===== src/verilog/amcc_pkg.sv =====
// shared constants and types for the audio master clock control block
package amcc_pkg;

	// bus geometry: registers sit at byte address = index * 4
	localparam int ADDR_W = 18;
	localparam int DATA_W = 32;
	localparam int REG_W  = 8;

	// register indices
	localparam logic [15:0] IDX_OUT_CTL   = 16'hffe1;
	localparam logic [15:0] IDX_ONE_DIV   = 16'hffe2;
	localparam logic [15:0] IDX_TWO_DIV   = 16'hfff6;
	localparam logic [15:0] IDX_FREQ_HIGH = 16'hfff7;
	localparam logic [15:0] IDX_FREQ_MID  = 16'hfff8;
	localparam logic [15:0] IDX_FREQ_LOW  = 16'hfff9;
	localparam logic [15:0] IDX_STATUS    = 16'hfff0;

	// reset value of every register
	localparam logic [7:0] REG_RESET = 8'h00;

	// writable bits; reserved bits are masked off and read as zero
	localparam logic [7:0] OUT_CTL_MASK = 8'hdf;
	localparam logic [7:0] ONE_DIV_MASK = 8'hf7;
	localparam logic [7:0] TWO_DIV_MASK = 8'hf0;

	// master_clock_output_control fields
	localparam int OUT_TWO_EN_BIT = 7;
	localparam int OUT_ONE_EN_BIT = 6;
	localparam int OUT_ONE_SEL_LO = 3;
	localparam int DIV_EN_BIT     = 2;
	localparam int OUT_TWO_SEL_LO = 0;

	// divider fields
	localparam int SYNTH_OUTPUT_DIVISOR_LO = 4;
	localparam int SYNTH_OUTPUT_DIVISOR_W  = 4;
	localparam int INPUT_CLOCK_DIVISOR_LO = 0;
	localparam int INPUT_CLOCK_DIVISOR_W  = 3;

	// source select codes; bit 0 set picks the input clock path
	localparam int SEL_INPUT_BIT = 0;
	localparam logic [1:0] SEL_SYNTH_ONE = 2'b00;
	localparam logic [1:0] SEL_SYNTH_TWO = 2'b10;

	// divider channels
	localparam int CH_SYNTH_ONE = 0;
	localparam int CH_SYNTH_TWO = 1;
	localparam int CH_INPUT     = 2;
	localparam int NUM_CH       = 3;

	typedef struct packed {
		logic [7:0] out_ctl;
		logic [7:0] one_div;
		logic [7:0] two_div;
		logic [7:0] freq_high;
		logic [7:0] freq_mid;
		logic [7:0] freq_low;
	} amcc_regs_t;

	typedef struct packed {
		amcc_regs_t       regs;
		logic             ready;
		logic             slverr;
		logic [DATA_W-1:0] rdata;
		logic [NUM_CH-1:0] sync_a;
		logic [NUM_CH-1:0] sync_b;
		logic             out_one;
		logic             out_two;
	} amcc_state_t;

	typedef struct packed {
		logic             prev;
		logic [SYNTH_OUTPUT_DIVISOR_W-1:0] cnt;
		logic             out;
	} amcc_div_state_t;

endpackage : amcc_pkg

===== src/verilog/amcc_core.sv =====
// audio master clock control: register file, dividers and output selection
//
// What this block does
// - holds a 24-bit synth_two frequency word across three byte registers.
// - low, mid, high bytes map to word bits 7:0, 15:8, 23:16; reset zero.
// - synth_two output divider divides by its 4-bit field plus one.
// - synth_one output divider divides by its 4-bit field plus one.
// - input clock divider divides by its 3-bit field plus one.
// - each master clock output toggles only when enabled, else held low.
// - reserved bits in divider and control registers read as zero.
//
// Register access over APB was decided locally.
`timescale 1ns/1ps
`default_nettype none

module amcc_core
(
	input  wire logic                          pclk,                 // system clock
	input  wire logic                          presetn,              // async reset, active low
	input  wire logic                          psel,                 // apb select
	input  wire logic                          penable,              // apb enable
	input  wire logic                          pwrite,               // apb direction
	input  wire logic [amcc_pkg::ADDR_W-1:0]   paddr,                // apb byte address
	input  wire logic [amcc_pkg::DATA_W-1:0]   pwdata,               // apb write data
	input  wire logic [3:0]                    pstrb,                // apb byte strobes
	output logic      [amcc_pkg::DATA_W-1:0]   prdata,               // apb read data
	output logic                               pready,               // apb ready
	output logic                               pslverr,              // apb error
	input  wire logic                          synth_one_clock,      // first synthesizer clock
	input  wire logic                          synth_two_clock,      // second synthesizer clock
	input  wire logic                          master_clock_in,      // external master clock
	output logic      [23:0]                   synth_freq_word,      // synth_two frequency word
	output logic                               master_clock_out_one, // first codec clock
	output logic                               master_clock_out_two  // second codec clock
);

	amcc_pkg::amcc_state_t s;
	amcc_pkg::amcc_state_t next_s;

	logic [amcc_pkg::NUM_CH-1:0]      div_clk;
	logic [amcc_pkg::SYNTH_OUTPUT_DIVISOR_W-1:0]      divisor [amcc_pkg::NUM_CH];
	logic                             div_enable;
	logic [amcc_pkg::ADDR_W-1:0]      wr_addr;

	// byte address of a register index
	function automatic logic [amcc_pkg::ADDR_W-1:0] reg_addr
	(
		input logic [15:0] idx
	);
		reg_addr = {idx, 2'b00};
	endfunction : reg_addr

	// source selection, shared by both outputs
	function automatic logic pick_source
	(
		input logic [1:0]                  sel,
		input logic [amcc_pkg::NUM_CH-1:0] clks
	);
		if (sel[amcc_pkg::SEL_INPUT_BIT])
			pick_source = clks[amcc_pkg::CH_INPUT];
		else if (sel == amcc_pkg::SEL_SYNTH_TWO)
			pick_source = clks[amcc_pkg::CH_SYNTH_TWO];
		else
			pick_source = clks[amcc_pkg::CH_SYNTH_ONE];
	endfunction : pick_source

	// register read mux; unmapped addresses flag an error
	function automatic logic [8:0] read_reg
	(
		input logic [amcc_pkg::ADDR_W-1:0] addr,
		input amcc_pkg::amcc_regs_t        r,
		input logic [4:0]                  status
	);
		if (addr == reg_addr(amcc_pkg::IDX_OUT_CTL))
			read_reg = {1'b0, r.out_ctl};
		else if (addr == reg_addr(amcc_pkg::IDX_ONE_DIV))
			read_reg = {1'b0, r.one_div};
		else if (addr == reg_addr(amcc_pkg::IDX_TWO_DIV))
			read_reg = {1'b0, r.two_div};
		else if (addr == reg_addr(amcc_pkg::IDX_FREQ_HIGH))
			read_reg = {1'b0, r.freq_high};
		else if (addr == reg_addr(amcc_pkg::IDX_FREQ_MID))
			read_reg = {1'b0, r.freq_mid};
		else if (addr == reg_addr(amcc_pkg::IDX_FREQ_LOW))
			read_reg = {1'b0, r.freq_low};
		else if (addr == reg_addr(amcc_pkg::IDX_STATUS))
			read_reg = {4'h0, status};
		else
			read_reg = {1'b1, 8'h00};
	endfunction : read_reg

	assign div_enable = s.regs.out_ctl[amcc_pkg::DIV_EN_BIT];
	assign wr_addr = paddr;

	assign divisor[amcc_pkg::CH_SYNTH_ONE] =
		s.regs.one_div[amcc_pkg::SYNTH_OUTPUT_DIVISOR_LO +: amcc_pkg::SYNTH_OUTPUT_DIVISOR_W];
	assign divisor[amcc_pkg::CH_SYNTH_TWO] =
		s.regs.two_div[amcc_pkg::SYNTH_OUTPUT_DIVISOR_LO +: amcc_pkg::SYNTH_OUTPUT_DIVISOR_W];
	assign divisor[amcc_pkg::CH_INPUT] =
		{1'b0, s.regs.one_div[amcc_pkg::INPUT_CLOCK_DIVISOR_LO +: amcc_pkg::INPUT_CLOCK_DIVISOR_W]};

	// one divider per clock source, all gated by the shared enable
	generate
		for (genvar g = 0; g < amcc_pkg::NUM_CH; g++)
		begin : g_div
			amcc_divider u_div
			(
				.pclk    (pclk),
				.presetn (presetn),
				.src     (s.sync_b[g]),
				.enable  (div_enable),
				.divisor (divisor[g]),
				.clk_out (div_clk[g])
			);
		end
	endgenerate

	always_comb
	begin
		logic [8:0] rd;
		logic [4:0] status;
		logic       do_write;
		next_s = s;
		status = {div_clk, s.out_two, s.out_one};
		rd = read_reg(paddr, s.regs, status);
		do_write = psel && penable && pwrite && s.ready && pstrb[0];

		// outside clocks pass two flops before anything looks at them
		next_s.sync_a = {master_clock_in, synth_two_clock, synth_one_clock};
		next_s.sync_b = s.sync_a;

		// setup phase: capture the answer so the access phase sees it at once
		next_s.ready  = 1'b0;
		next_s.slverr = 1'b0;
		if (psel && !penable)
		begin
			next_s.ready  = 1'b1;
			next_s.slverr = rd[8];
			next_s.rdata  = pwrite ? '0 : {24'h000000, rd[7:0]};
		end
		else
		begin
			// read data stands only with ready, zero otherwise
			next_s.rdata = '0;
		end

		// write lands at the access edge on which ready is seen high
		if (do_write)
		begin
			if (wr_addr == reg_addr(amcc_pkg::IDX_OUT_CTL))
			begin
				next_s.regs.out_ctl = pwdata[7:0] & amcc_pkg::OUT_CTL_MASK;
			end
			else if (wr_addr == reg_addr(amcc_pkg::IDX_ONE_DIV))
			begin
				next_s.regs.one_div = pwdata[7:0] & amcc_pkg::ONE_DIV_MASK;
			end
			else if (wr_addr == reg_addr(amcc_pkg::IDX_TWO_DIV))
			begin
				next_s.regs.two_div = pwdata[7:0] & amcc_pkg::TWO_DIV_MASK;
			end
			else if (wr_addr == reg_addr(amcc_pkg::IDX_FREQ_HIGH))
			begin
				next_s.regs.freq_high = pwdata[7:0];
			end
			else if (wr_addr == reg_addr(amcc_pkg::IDX_FREQ_MID))
			begin
				next_s.regs.freq_mid = pwdata[7:0];
			end
			else if (wr_addr == reg_addr(amcc_pkg::IDX_FREQ_LOW))
			begin
				next_s.regs.freq_low = pwdata[7:0];
			end
		end

		// disabled outputs sit low so the codec never sees a runt edge source
		if (s.regs.out_ctl[amcc_pkg::OUT_ONE_EN_BIT])
		begin
			next_s.out_one = pick_source(
				s.regs.out_ctl[amcc_pkg::OUT_ONE_SEL_LO +: 2], div_clk);
		end
		else
		begin
			next_s.out_one = 1'b0;
		end
		if (s.regs.out_ctl[amcc_pkg::OUT_TWO_EN_BIT])
		begin
			next_s.out_two = pick_source(
				s.regs.out_ctl[amcc_pkg::OUT_TWO_SEL_LO +: 2], div_clk);
		end
		else
		begin
			next_s.out_two = 1'b0;
		end
	end

	always_ff @(posedge pclk or negedge presetn)
	begin
		if (!presetn)
		begin
			s                <= '0;
			s.regs.out_ctl   <= amcc_pkg::REG_RESET;
			s.regs.one_div   <= amcc_pkg::REG_RESET;
			s.regs.two_div   <= amcc_pkg::REG_RESET;
			s.regs.freq_high <= amcc_pkg::REG_RESET;
			s.regs.freq_mid  <= amcc_pkg::REG_RESET;
			s.regs.freq_low  <= amcc_pkg::REG_RESET;
		end
		else
		begin
			s <= next_s;
		end
	end

	assign prdata  = s.rdata;
	assign pready  = s.ready;
	assign pslverr = s.slverr;

	// word handed to the second synthesizer
	assign synth_freq_word = {s.regs.freq_high, s.regs.freq_mid, s.regs.freq_low};

	assign master_clock_out_one = s.out_one;
	assign master_clock_out_two = s.out_two;

endmodule : amcc_core

`default_nettype wire


===== src/verilog/amcc_divider.sv =====
// edge-counting clock divider driven from a synchronised source level
`timescale 1ns/1ps
`default_nettype none

module amcc_divider
(
	input  wire logic                         pclk,    // system clock
	input  wire logic                         presetn, // async reset, active low
	input  wire logic                         src,     // synchronised source clock level
	input  wire logic                         enable,  // divider enable
	input  wire logic [amcc_pkg::SYNTH_OUTPUT_DIVISOR_W-1:0]  divisor, // field value, divides by value+1
	output logic                              clk_out  // divided clock level
);

	amcc_pkg::amcc_div_state_t s;
	amcc_pkg::amcc_div_state_t next_s;
	logic [amcc_pkg::SYNTH_OUTPUT_DIVISOR_W-1:0] half;

	// source must run below half of pclk or edges are missed
	always_comb
	begin
		next_s = s;
		half = 4'((5'(divisor) + 5'd1) >> 1);
		next_s.prev = src;
		if (!enable)
		begin
			next_s.cnt = '0;
			next_s.out = 1'b0;
		end
		else
		begin
			if (src && !s.prev)
			begin
				if (s.cnt >= divisor)
					next_s.cnt = '0;
				else
					next_s.cnt = s.cnt + 4'h1;
			end
			if (divisor == '0)
				next_s.out = src;
			else
				next_s.out = (next_s.cnt < half);
		end
	end

	always_ff @(posedge pclk or negedge presetn)
	begin
		if (!presetn)
			s <= '0;
		else
			s <= next_s;
	end

	assign clk_out = s.out;

endmodule : amcc_divider

`default_nettype wire


===== config.mk =====
export PLATFORM = sky130hd
export DESIGN_NAME = amcc_core
export DESIGN_NICKNAME = d
export VERILOG_FILES = /design/src/verilog/amcc_pkg.sv /design/src/verilog/amcc_core.sv /design/src/verilog/amcc_divider.sv
export SDC_FILE = /design/constraint.sdc
export NUM_CORES = 1
export LEC_CHECK = 0
export ABC_AREA = 1
export BUFFER_PORTS_ARGS = -buffer_cell sky130_fd_sc_hd__clkbuf_2
export CORE_ASPECT_RATIO = 1.5
export CORE_MARGIN = 2
export CORE_UTILIZATION = 33
export CTS_CLUSTER_SIZE = 20
export DETAILED_ROUTE_END_ITERATION = 8
export GPL_ROUTABILITY_DRIVEN = 0
export SKIP_LAST_GASP = 1
export SLEW_MARGIN = 20
export SYNTH_ARGS = -nofsm -noshare
export SYNTH_HDL_FRONTEND = slang
export SYNTH_SLANG_ARGS = --single-unit

===== constraint.sdc =====
create_clock -name pclk -period 4.1 [get_ports pclk]
set_input_delay 0.615 -clock pclk [delete_from_list [all_inputs] [get_ports pclk]]
set_output_delay 0.615 -clock pclk [all_outputs]
set_load 0.005 [all_outputs]

==> flow_summary.yaml, run 1 <==
outcome:
  outcome: "finished clean"
route:
  drcViolationCount: 0
  detail-route-antenna-nets: 0
  viasPerCell: 4.56
  drt-pass1-iter-count: 4
  drt_iter0_drc: 147
  wire_per_inst_um: 13.3
  finalWirelength_um: 11100
  num_vias: 3792
setup_path:
  critPathMaxFanout: 6
  critPathRequiredTime_ps: 4350
  worstSetupStartpointType: "flip-flop"
  cp.arrival_ps: 2430
  worst_setup_path_end_kind: "flip-flop"
  path_class: "flip-flop to flip-flop"
yosys:
  avgSynthCellArea_um2: 8.19
  synthesis.area_um2: 4830
  async_flop_share: 1.00
  synthFlopType: "dfrtp_1"
  yosysSeqAreaShare: 0.404
  ys_ff_latch: 78
  synthCells: 590
  synth.distinct_cells: 37
  synth-edff-count: 0
  ys_warn_count: 0
clock_tree:
  cts-root-to-sink-buffers: 2
  ctsHoldBuffers: 0
  root_buffer: "clkbuf_16"
  cts.clk_slew.worst_paths_ps: 60
  clkLatencyLatePin_ps: 340
  cts_tree: "yes"
  cts_post_setup_buffers_inserted: 0
  cts_resized: 0
  cts_sinks: 78
  htreeDepth: 3
  cts_inserted_buffers: 9
timing:
  hold_violations: 0
  slew_headroom: 0.493
  rsz0062_at_grt: "no"
  fin_crit_sh: 0.534
  slew_viol_final: 0
  tightest_slew_ps: 754
  clock.fmax_mhz: 457
  setup_viol: 0
  clock_skew_ps: 7.19
  whs_ps: 303
  finalCriticalPeriod_ps: 2190
  fin_tns_setup_ps: 0
floorplanning:
  rows: 54
  ios: 122
  fp.dieW_um: 103
  die_area_um2: 15600
  start_util: 0.334
  coreArea_um2: 14500
  chipHeight_um: 152
finish:
  area_growth_pct: 9.76
  layout-drive-gt1-share: 0.189
  finish.net_count: 721
  final_common_cell: "nand2_1"
  final_cell_mix: "nand2_1 (116), dfrtp_1 (78), clkbuf_2 (69)"
  nFillCells: 1523
  antenna_cells: 0
flow_run:
  max_cap_viol_count: 0
global_route:
  grt_overflow: 0
  antenna_found_initial: 0
  grt_pass1_wl_um: 18100
  grt_max_degree: 79
  grtUsageTotal: 0.149
  grt_pass1_vias: 3734
power:
  p_leak_nw: 2.75
  power_density_nw_per_um2: 299
  peakVddDrop_v: 0.000176
  power_w: 0.00158
hold_path:
  hp-class: "input port to async pin"
place:
  dpl.hpwl_um: 8580
  port_buffers: 70
where the power goes:
part	switching [W]	internal (W)	leakage [nW]
clock	0.000322	0.000408	0.128
sequential	0.00000280	0.000775	1.07
combinational	0.0000550	0.0000208	1.55
total	0.000380	0.00120	2.75
cell usage after synthesis (11+ instances only):
cell type	n	area, um2
o21ai_1	35	175
nor3_1	11	55.1
nand3_1	35	175
inv_1	63	236
dfrtp_1	78	1950
a21oi_1	18	90.1
o21ai_0	33	165
inv_2	11	41.3
ha_1	28	350
nor2_1	40	150
nand2_1	116	435
buf_4	56	420
routing by layer:
metal,up-vias,track usage,part of all wire
li1,1908,-,-
met3,24,0.0229,0.032
met4,0,0.0677,0.032
met2,89,0.281,0.55
met1,1771,0.158,0.39
met5,-,0,0
layout make-up:
type | instances | area (um2) | share of cell area
Clock buffer | 10 | 229 | 0.0432
Clock inverter | 6 | 38.8 | 0.00731
Inverter | 75 | 284 | 0.0536
Multi-Input combinational cell | 397 | 2200 | 0.414
Sequential cell | 78 | 1950 | 0.368
Tap cell | 196 | 245 | 0.0462
Timing Repair Buffer | 70 | 357 | 0.0672
state kept, by name, summed over array words and instances (netlist names), 3 cells and up:
name and flops:
synth_freq_word 24, g_div.u_div.s 15, divisor 11, s 9
prdata 8, g_div.u_div.clk_out 3, next_s 3
path summary, 6_finish.rpt:
path / from / end / slack, ps / depth (start not counted)
min reg2reg: next_s[2] / s[2] / 350 / 0
max reg2reg: divisor[6] / g_div[1].u_div.clk_out / 1910 / 13
max: divisor[6] / g_div[1].u_div.clk_out / 1910 / 13
min: presetn / synth_freq_word[11] / 300 / 1
min in group pclk: next_s[2] / s[2] / 350 / 0
max in group asynchronous: presetn / next_s[3] / 3300 / 1
worst max-delay path, cell delays in order, from the launching register on:
cell and delay [ps]:
dfrtp_1 460, inv_1 110, ha_1 320, nand2_1 60, inv_1 40, nand2_1 50
nand3_1 80, o21ai_0 290, ha_1 290, nand2_1 70, nand2_1 50, nand2_1 50
nand3_1 60, a21oi_1 170
cell families (layout without fill, tap and decap cells):
logic type,after synthesis,after routing,synth area share
XOR/XNOR,13,13,0.0236
buffers and inverters,138,161,0.159
flip-flops,78,78,0.404
AO/OA/AOI/OAI,93,93,0.100
adder cells (fa/ha/maj),28,28,0.0725
AND/OR/NAND/NOR,239,239,0.240
other,1,24,0.000776
per-stage QoR:
stage           util  area [um2]  instances  setup slack (ps)
2_1_floorplan      -        4920        613              2240
3_3_place_gp   0.348        5030        816              1910
3_5_place_dp   0.348        5030        816              1910
4_1_cts        0.366        5300        832              1890
5_1_grt        0.367        5300        832              1680
6_report       0.367        5300        832              1910
Note: power is estimated with default switching activity, not from simulation.
==> run 2, diff against run 1 <==
ABC_AREA = 0   (was 1)
clock period = 1.9 ns   (was 4.1 ns; I/O delays follow)
==> flow_summary.yaml, run 2 <==
yosys:
  yosys.area.top_type: "dfrtp_1"
  synthCells: 460
  avgSynthCellArea_um2: 10.5
  synthTopCellsByArea: "dfrtp_1 (40%), buf_4 (8.9%), mux2_2 (7.9%)"
  ys_warn_count: 0
  synthesis.area_um2: 4830
  synth.distinct_cells: 66
  ys_ff_latch: 78
  synth_top_area_share: 0.404
  async_flop_share: 1.00
  yosysSeqAreaShare: 0.404
  synth.most_common_cell: "dfrtp_1"
  synth-edff-count: 0
  synthFlopType: "dfrtp_1"
  synth_top_cells_by_count: "dfrtp_1 (78), buf_4 (57), mux2_2 (34)"
floorplanning:
  chipHeight_um: 152
  ios: 122
  coreArea_um2: 14500
  rows: 54
  start_util: 0.334
  die_area_um2: 15700
  fp.dieW_um: 103
setup_path:
  r2r-start: "g_div[2].u_div.s[1]"
  critPathMaxFanout: 3
  critPathLaunch: "g_div[2].u_div.s[1]"
  worstSetupStartpointType: "flip-flop"
  worst_r2r_endpoint: "g_div[2].u_div.clk_out"
  critPathRequiredTime_ps: 2140
  worst_setup_path_end_kind: "flip-flop"
  cp.arrival_ps: 2920
  reg2reg_setup_slack_ps: -780
  reg2reg_depth: 12
  path_class: "flip-flop to flip-flop"
outcome:
  violations: "negative setup slack"
  outcome: "complete, but fails checks"
clock_tree:
  cts_sinks: 78
  clkLatencyLatePin_ps: 340
  cts-root-to-sink-buffers: 2
  htreeDepth: 3
  cts_inserted_buffers: 9
  cts_tree: "yes"
  root_buffer: "clkbuf_16"
  cts.clk_slew.worst_paths_ps: 60
hold_path:
  min_from: "master_clock_in"
  hp-class: "input port to flip-flop"
  hold_depth: 1
  whs_endpoint: "next_s[4]"
timing:
  clock_skew_ps: 8.27
  slew_viol_final: 0
  setup_slack_ps: -780
  hold_violations: 0
  setup_viol: 7
  clock.fmax_mhz: 373
  finalCriticalPeriod_ps: 2680
  slew_headroom: 0.612
  fin_crit_sh: 1.41
  tightest_slew_ps: 579
  rsz0062_at_grt: "yes"
power:
  peakVddDrop_v: 0.000387
  power_density_nw_per_um2: 725
  power_w: 0.00454
  p_leak_nw: 3.10
route:
  drt-pass1-iter-count: 4
  drt_iter0_drc: 173
  drcViolationCount: 0
  finalWirelength_um: 12600
  viasPerCell: 4.94
  detail-route-antenna-nets: 0
  num_vias: 3875
  wire_per_inst_um: 16.0
global_route:
  grt_max_degree: 79
  grtUsageTotal: 0.162
  grt_pass1_vias: 3989
  antenna_found_initial: 0
  grt_overflow: 0
  grt_pass1_wl_um: 19900
finish:
  final_cell_mix: "buf_4 (86), dfrtp_1 (78), clkbuf_2 (69)"
  final_common_cell: "buf_4"
  area_growth_pct: 29.5
  antenna_cells: 0
  nFillCells: 1360
  layoutNonFillerInstCount: 784
  finish.net_count: 673
  layout-drive-gt1-share: 0.434
  largest_register_ffs: 24
place:
  dpl.hpwl_um: 9600
  port_buffers: 70
  dpl.cell_count: 760
flow_run:
  max_cap_viol_count: 0
[run 2: logic make-up after synthesis]
family                     synth area share
adders and majority gates            0.0725
muxes                                0.0937
DFF                                   0.404
other                              0.000776
and+or+nand+nor                       0.164
AOI/OAI and AO/OA                     0.130
xor gates and xnor gates             0.0109
buffers and inverters                 0.125
[run 2: worst max-delay path, cell delays in order (launching register included)]
cell      delay, ps
dfrtp_1         340
inv_1            50
ha_1            280
nand2b_4        130
a21o_1          190
a2111o_1        400
or3b_4          430
nand2_4          70
ha_4            200
o21ai_4          60
a31oi_1          70
a21o_1          160
o31ai_1         220
[run 2: area by class of cell]
type | count | area (um2) | share of cell area
clock inverter | 7 | 58.8 | 0.00939
timing repair buffer | 158 | 1040 | 0.166
clock buffer | 9 | 225 | 0.0360
multi-input combinational | 309 | 2640 | 0.421
sequential | 78 | 1950 | 0.312
tap | 196 | 245 | 0.0392
inverter | 27 | 101 | 0.0162
[run 2: how the worst max path moves through the flow]
| stage | end | slack (ps) | depth (start not counted) |
|---|---|---|---|
| after detailed placement | g_div[2].u_div.clk_out | -820 | 12 |
| after floorplan | g_div[2].u_div.clk_out | -700 | 12 |
| after CTS | g_div[2].u_div.clk_out | -790 | 11 |
| after global placement | g_div[2].u_div.clk_out | -710 | 11 |
| final | g_div[2].u_div.clk_out | -780 | 12 |
| after global routing | g_div[2].u_div.clk_out | -890 | 12 |
[run 2: repair_timing]
item,4_1_cts,5_1_grt
pin swaps,17,17
endpoints found under the hold margin,37,0
hold buffers,1,0
buffers inserted,6,2
resized for setup,18,20
endpoints found under the setup margin,5,14
[run 2: per-stage QoR]
stage | util | area [um2] | worst slack, ps | hold slack (ps) | TNS [ps]
global route | 0.433 | 6260 | -887 | 46.9 | -2910
global placement | 0.395 | 5710 | -707 | 336 | -8360
finish | 0.433 | 6260 | -780 | 53.2 | -2270
CTS | 0.426 | 6160 | -792 | 44.7 | -2290
floorplan | - | 5000 | -702 | -10.6 | -2850
detailed placement | 0.395 | 5710 | -818 | 335 | -9160
[run 2: per-layer routing]
layer | share of wire | GRT usage | vias to the layer above
met1 | 0.39 | 0.180 | 1897
li1 | - | - | 1838
met5 | 0 | 0 | -
met4 | 0.035 | 0.0689 | 0
met3 | 0.037 | 0.0266 | 29
met2 | 0.54 | 0.294 | 111
[run 2: power by group]
part / switching, W / internal [W]
clock network: 0.000743 / 0.000903
registers: 0.0000725 / 0.00175
logic: 0.000531 / 0.000531
total: 0.00135 / 0.00319
==> run 3, diff against run 2 <==
ABC_AREA = 1   (was 0)
CORE_ASPECT_RATIO = 0.8   (was 1.5)
==> flow_summary.yaml, run 3 (same netlist as run 1, synthesis figures left out) <==
setup_path:
  critPathRequiredTime_ps: 2170
  worst_setup_path_end_kind: "flip-flop"
  worstSetupStartpointType: "flip-flop"
  path_cells: "ha_4 -> nand2_1 -> o21bai_1 -> nand3_1 -> nand2_2 -> inv_2 -> nor2_1 -> ha_1 -> a21oi_1 -> nand2_2 -> a21oi_2"
  slowest_delay_ps: 410
  critPathSlowestCell: "dfrtp_1"
  crit_top_cell: "nand2_2"
  crit_family: "adder cells"
  path_class: "flip-flop to flip-flop"
  critPathMaxFanout: 3
  cp.arrival_ps: 2230
  cp_num_buf_inv: 1
timing:
  clock.fmax_mhz: 509
  fin_tns_setup_ps: -75.0
  setup_slack_ps: -64.7
  finalCriticalPeriod_ps: 1960
  rsz0062_at_grt: "yes"
  slew_viol_final: 0
  setup_viol: 2
  fin_crit_sh: 1.03
  clock_skew_ps: 7.59
  hold_violations: 0
  whs_ps: 50.6
finish:
  area_growth_pct: 21.0
  final_cell_mix: "nand2_1 (114), dfrtp_1 (78), clkbuf_2 (69)"
  layoutNonFillerInstCount: 869
  antenna_cells: 0
  finish.net_count: 771
  final_common_cell: "nand2_1"
  nFillCells: 1483
  layout-drive-gt1-share: 0.283
  largest_register_ffs: 24
route:
  drcViolationCount: 0
  wire_per_inst_um: 14.2
  drt_iter0_drc: 335
  num_vias: 4043
  finalWirelength_um: 12300
  viasPerCell: 4.65
  detail-route-antenna-nets: 0
  drt-pass1-iter-count: 5
clock_tree:
  clkLatencyLatePin_ps: 340
  cts.clk_slew.worst_paths_ps: 60
  htreeDepth: 3
  cts_sinks: 78
  root_buffer: "clkbuf_16"
  cts_tree: "yes"
  cts_inserted_buffers: 9
  cts-root-to-sink-buffers: 2
floorplanning:
  ios: 122
  die_area_um2: 15600
  fp.dieW_um: 139
  chipHeight_um: 112
  rows: 39
  start_util: 0.338
  coreArea_um2: 14300
power:
  p_leak_nw: 3.04
  peakVddDrop_v: 0.000501
  power_density_nw_per_um2: 646
  power_w: 0.00378
place:
  port_buffers: 70
  dpl.cell_count: 845
  dpl.hpwl_um: 9370
global_route:
  antenna_found_initial: 0
  grt_max_degree: 34
  grtUsageTotal: 0.162
  grt_pass1_vias: 3847
  grt_pass1_wl_um: 19900
  grt_overflow: 0
flow_run:
  max_cap_viol_count: 0
outcome:
  violations: "negative setup slack"
  outcome: "complete, but fails checks"
hold_path:
  hp-class: "input port to flip-flop"
[run 3: cell types whose count changed in the layout (fill, tap and decap cells not counted), sizes merged, moves of 34 or more]
cell / previous run / this run
o21ai: 26 / 68
nor2: 5 / 48
buf: 88 / 50
mux2: 34 / 0
inv: 28 / 75
nand2: 22 / 124
[run 3: layer usage]
metal  track usage  vias to the layer above  wire, um
met5             0                        -         0
met4        0.0418                        0       146
met3        0.0456                       13       851
met2         0.231                      120      5140
met1         0.241                     1897      6190
li1              -                     2013         -
[run 3: power breakdown]
group	internal, W	total [W]	leakage (nW)	switching, W
clock	0.00121	0.00190	0.161	0.000693
sequential	0.00167	0.00168	1.07	0.00000583
combinational	0.0000625	0.000194	1.81	0.000132
total	0.00295	0.00378	3.04	0.000830
[run 3: final timing paths]
kind                                      from                      to  cells after the start  slack [ps]
setup / recovery           g_div[0].u_div.s[4]  g_div[0].u_div.clk_out                     11         -60
hold / removal                 synth_one_clock               next_s[2]                      1          50
setup reg to reg           g_div[0].u_div.s[4]  g_div[0].u_div.clk_out                     11         -60
hold reg to reg                      next_s[4]                    s[4]                      0         350
max in group asynchronous              presetn     synth_freq_word[20]                      3         890
min in group asynchronous              presetn               next_s[2]                      2         400
[run 3: area by class of cell]
cell class,instances,area (um2),share of cell area
clock inverter,4,70.1,0.0120
clock buffer,11,253,0.0432
sequential,78,1950,0.334
tap,184,230,0.0394
multi-input combinational,397,2310,0.396
inverter,75,284,0.0486
timing repair buffer,120,743,0.127
[run 3: per-stage QoR]
step	area, um2	setup slack (ps)	utilization
final	5850	-64.7	0.409
after global placement	5340	-48.2	0.373
after global routing	5850	-230	0.409
after CTS	5750	-25.4	0.402
after floorplan	4920	37.3	-
after detailed placement	5340	-96.5	0.373
[run 3: repair_timing]
action / in CTS / in global routing
buffers inserted: 3 / 5
resized for setup: 14 / 14
hold endpoints to repair: 24 / 0
setup endpoints to repair: 3 / 3
pin swaps: 1 / 11
hold buffers: 1 / 0
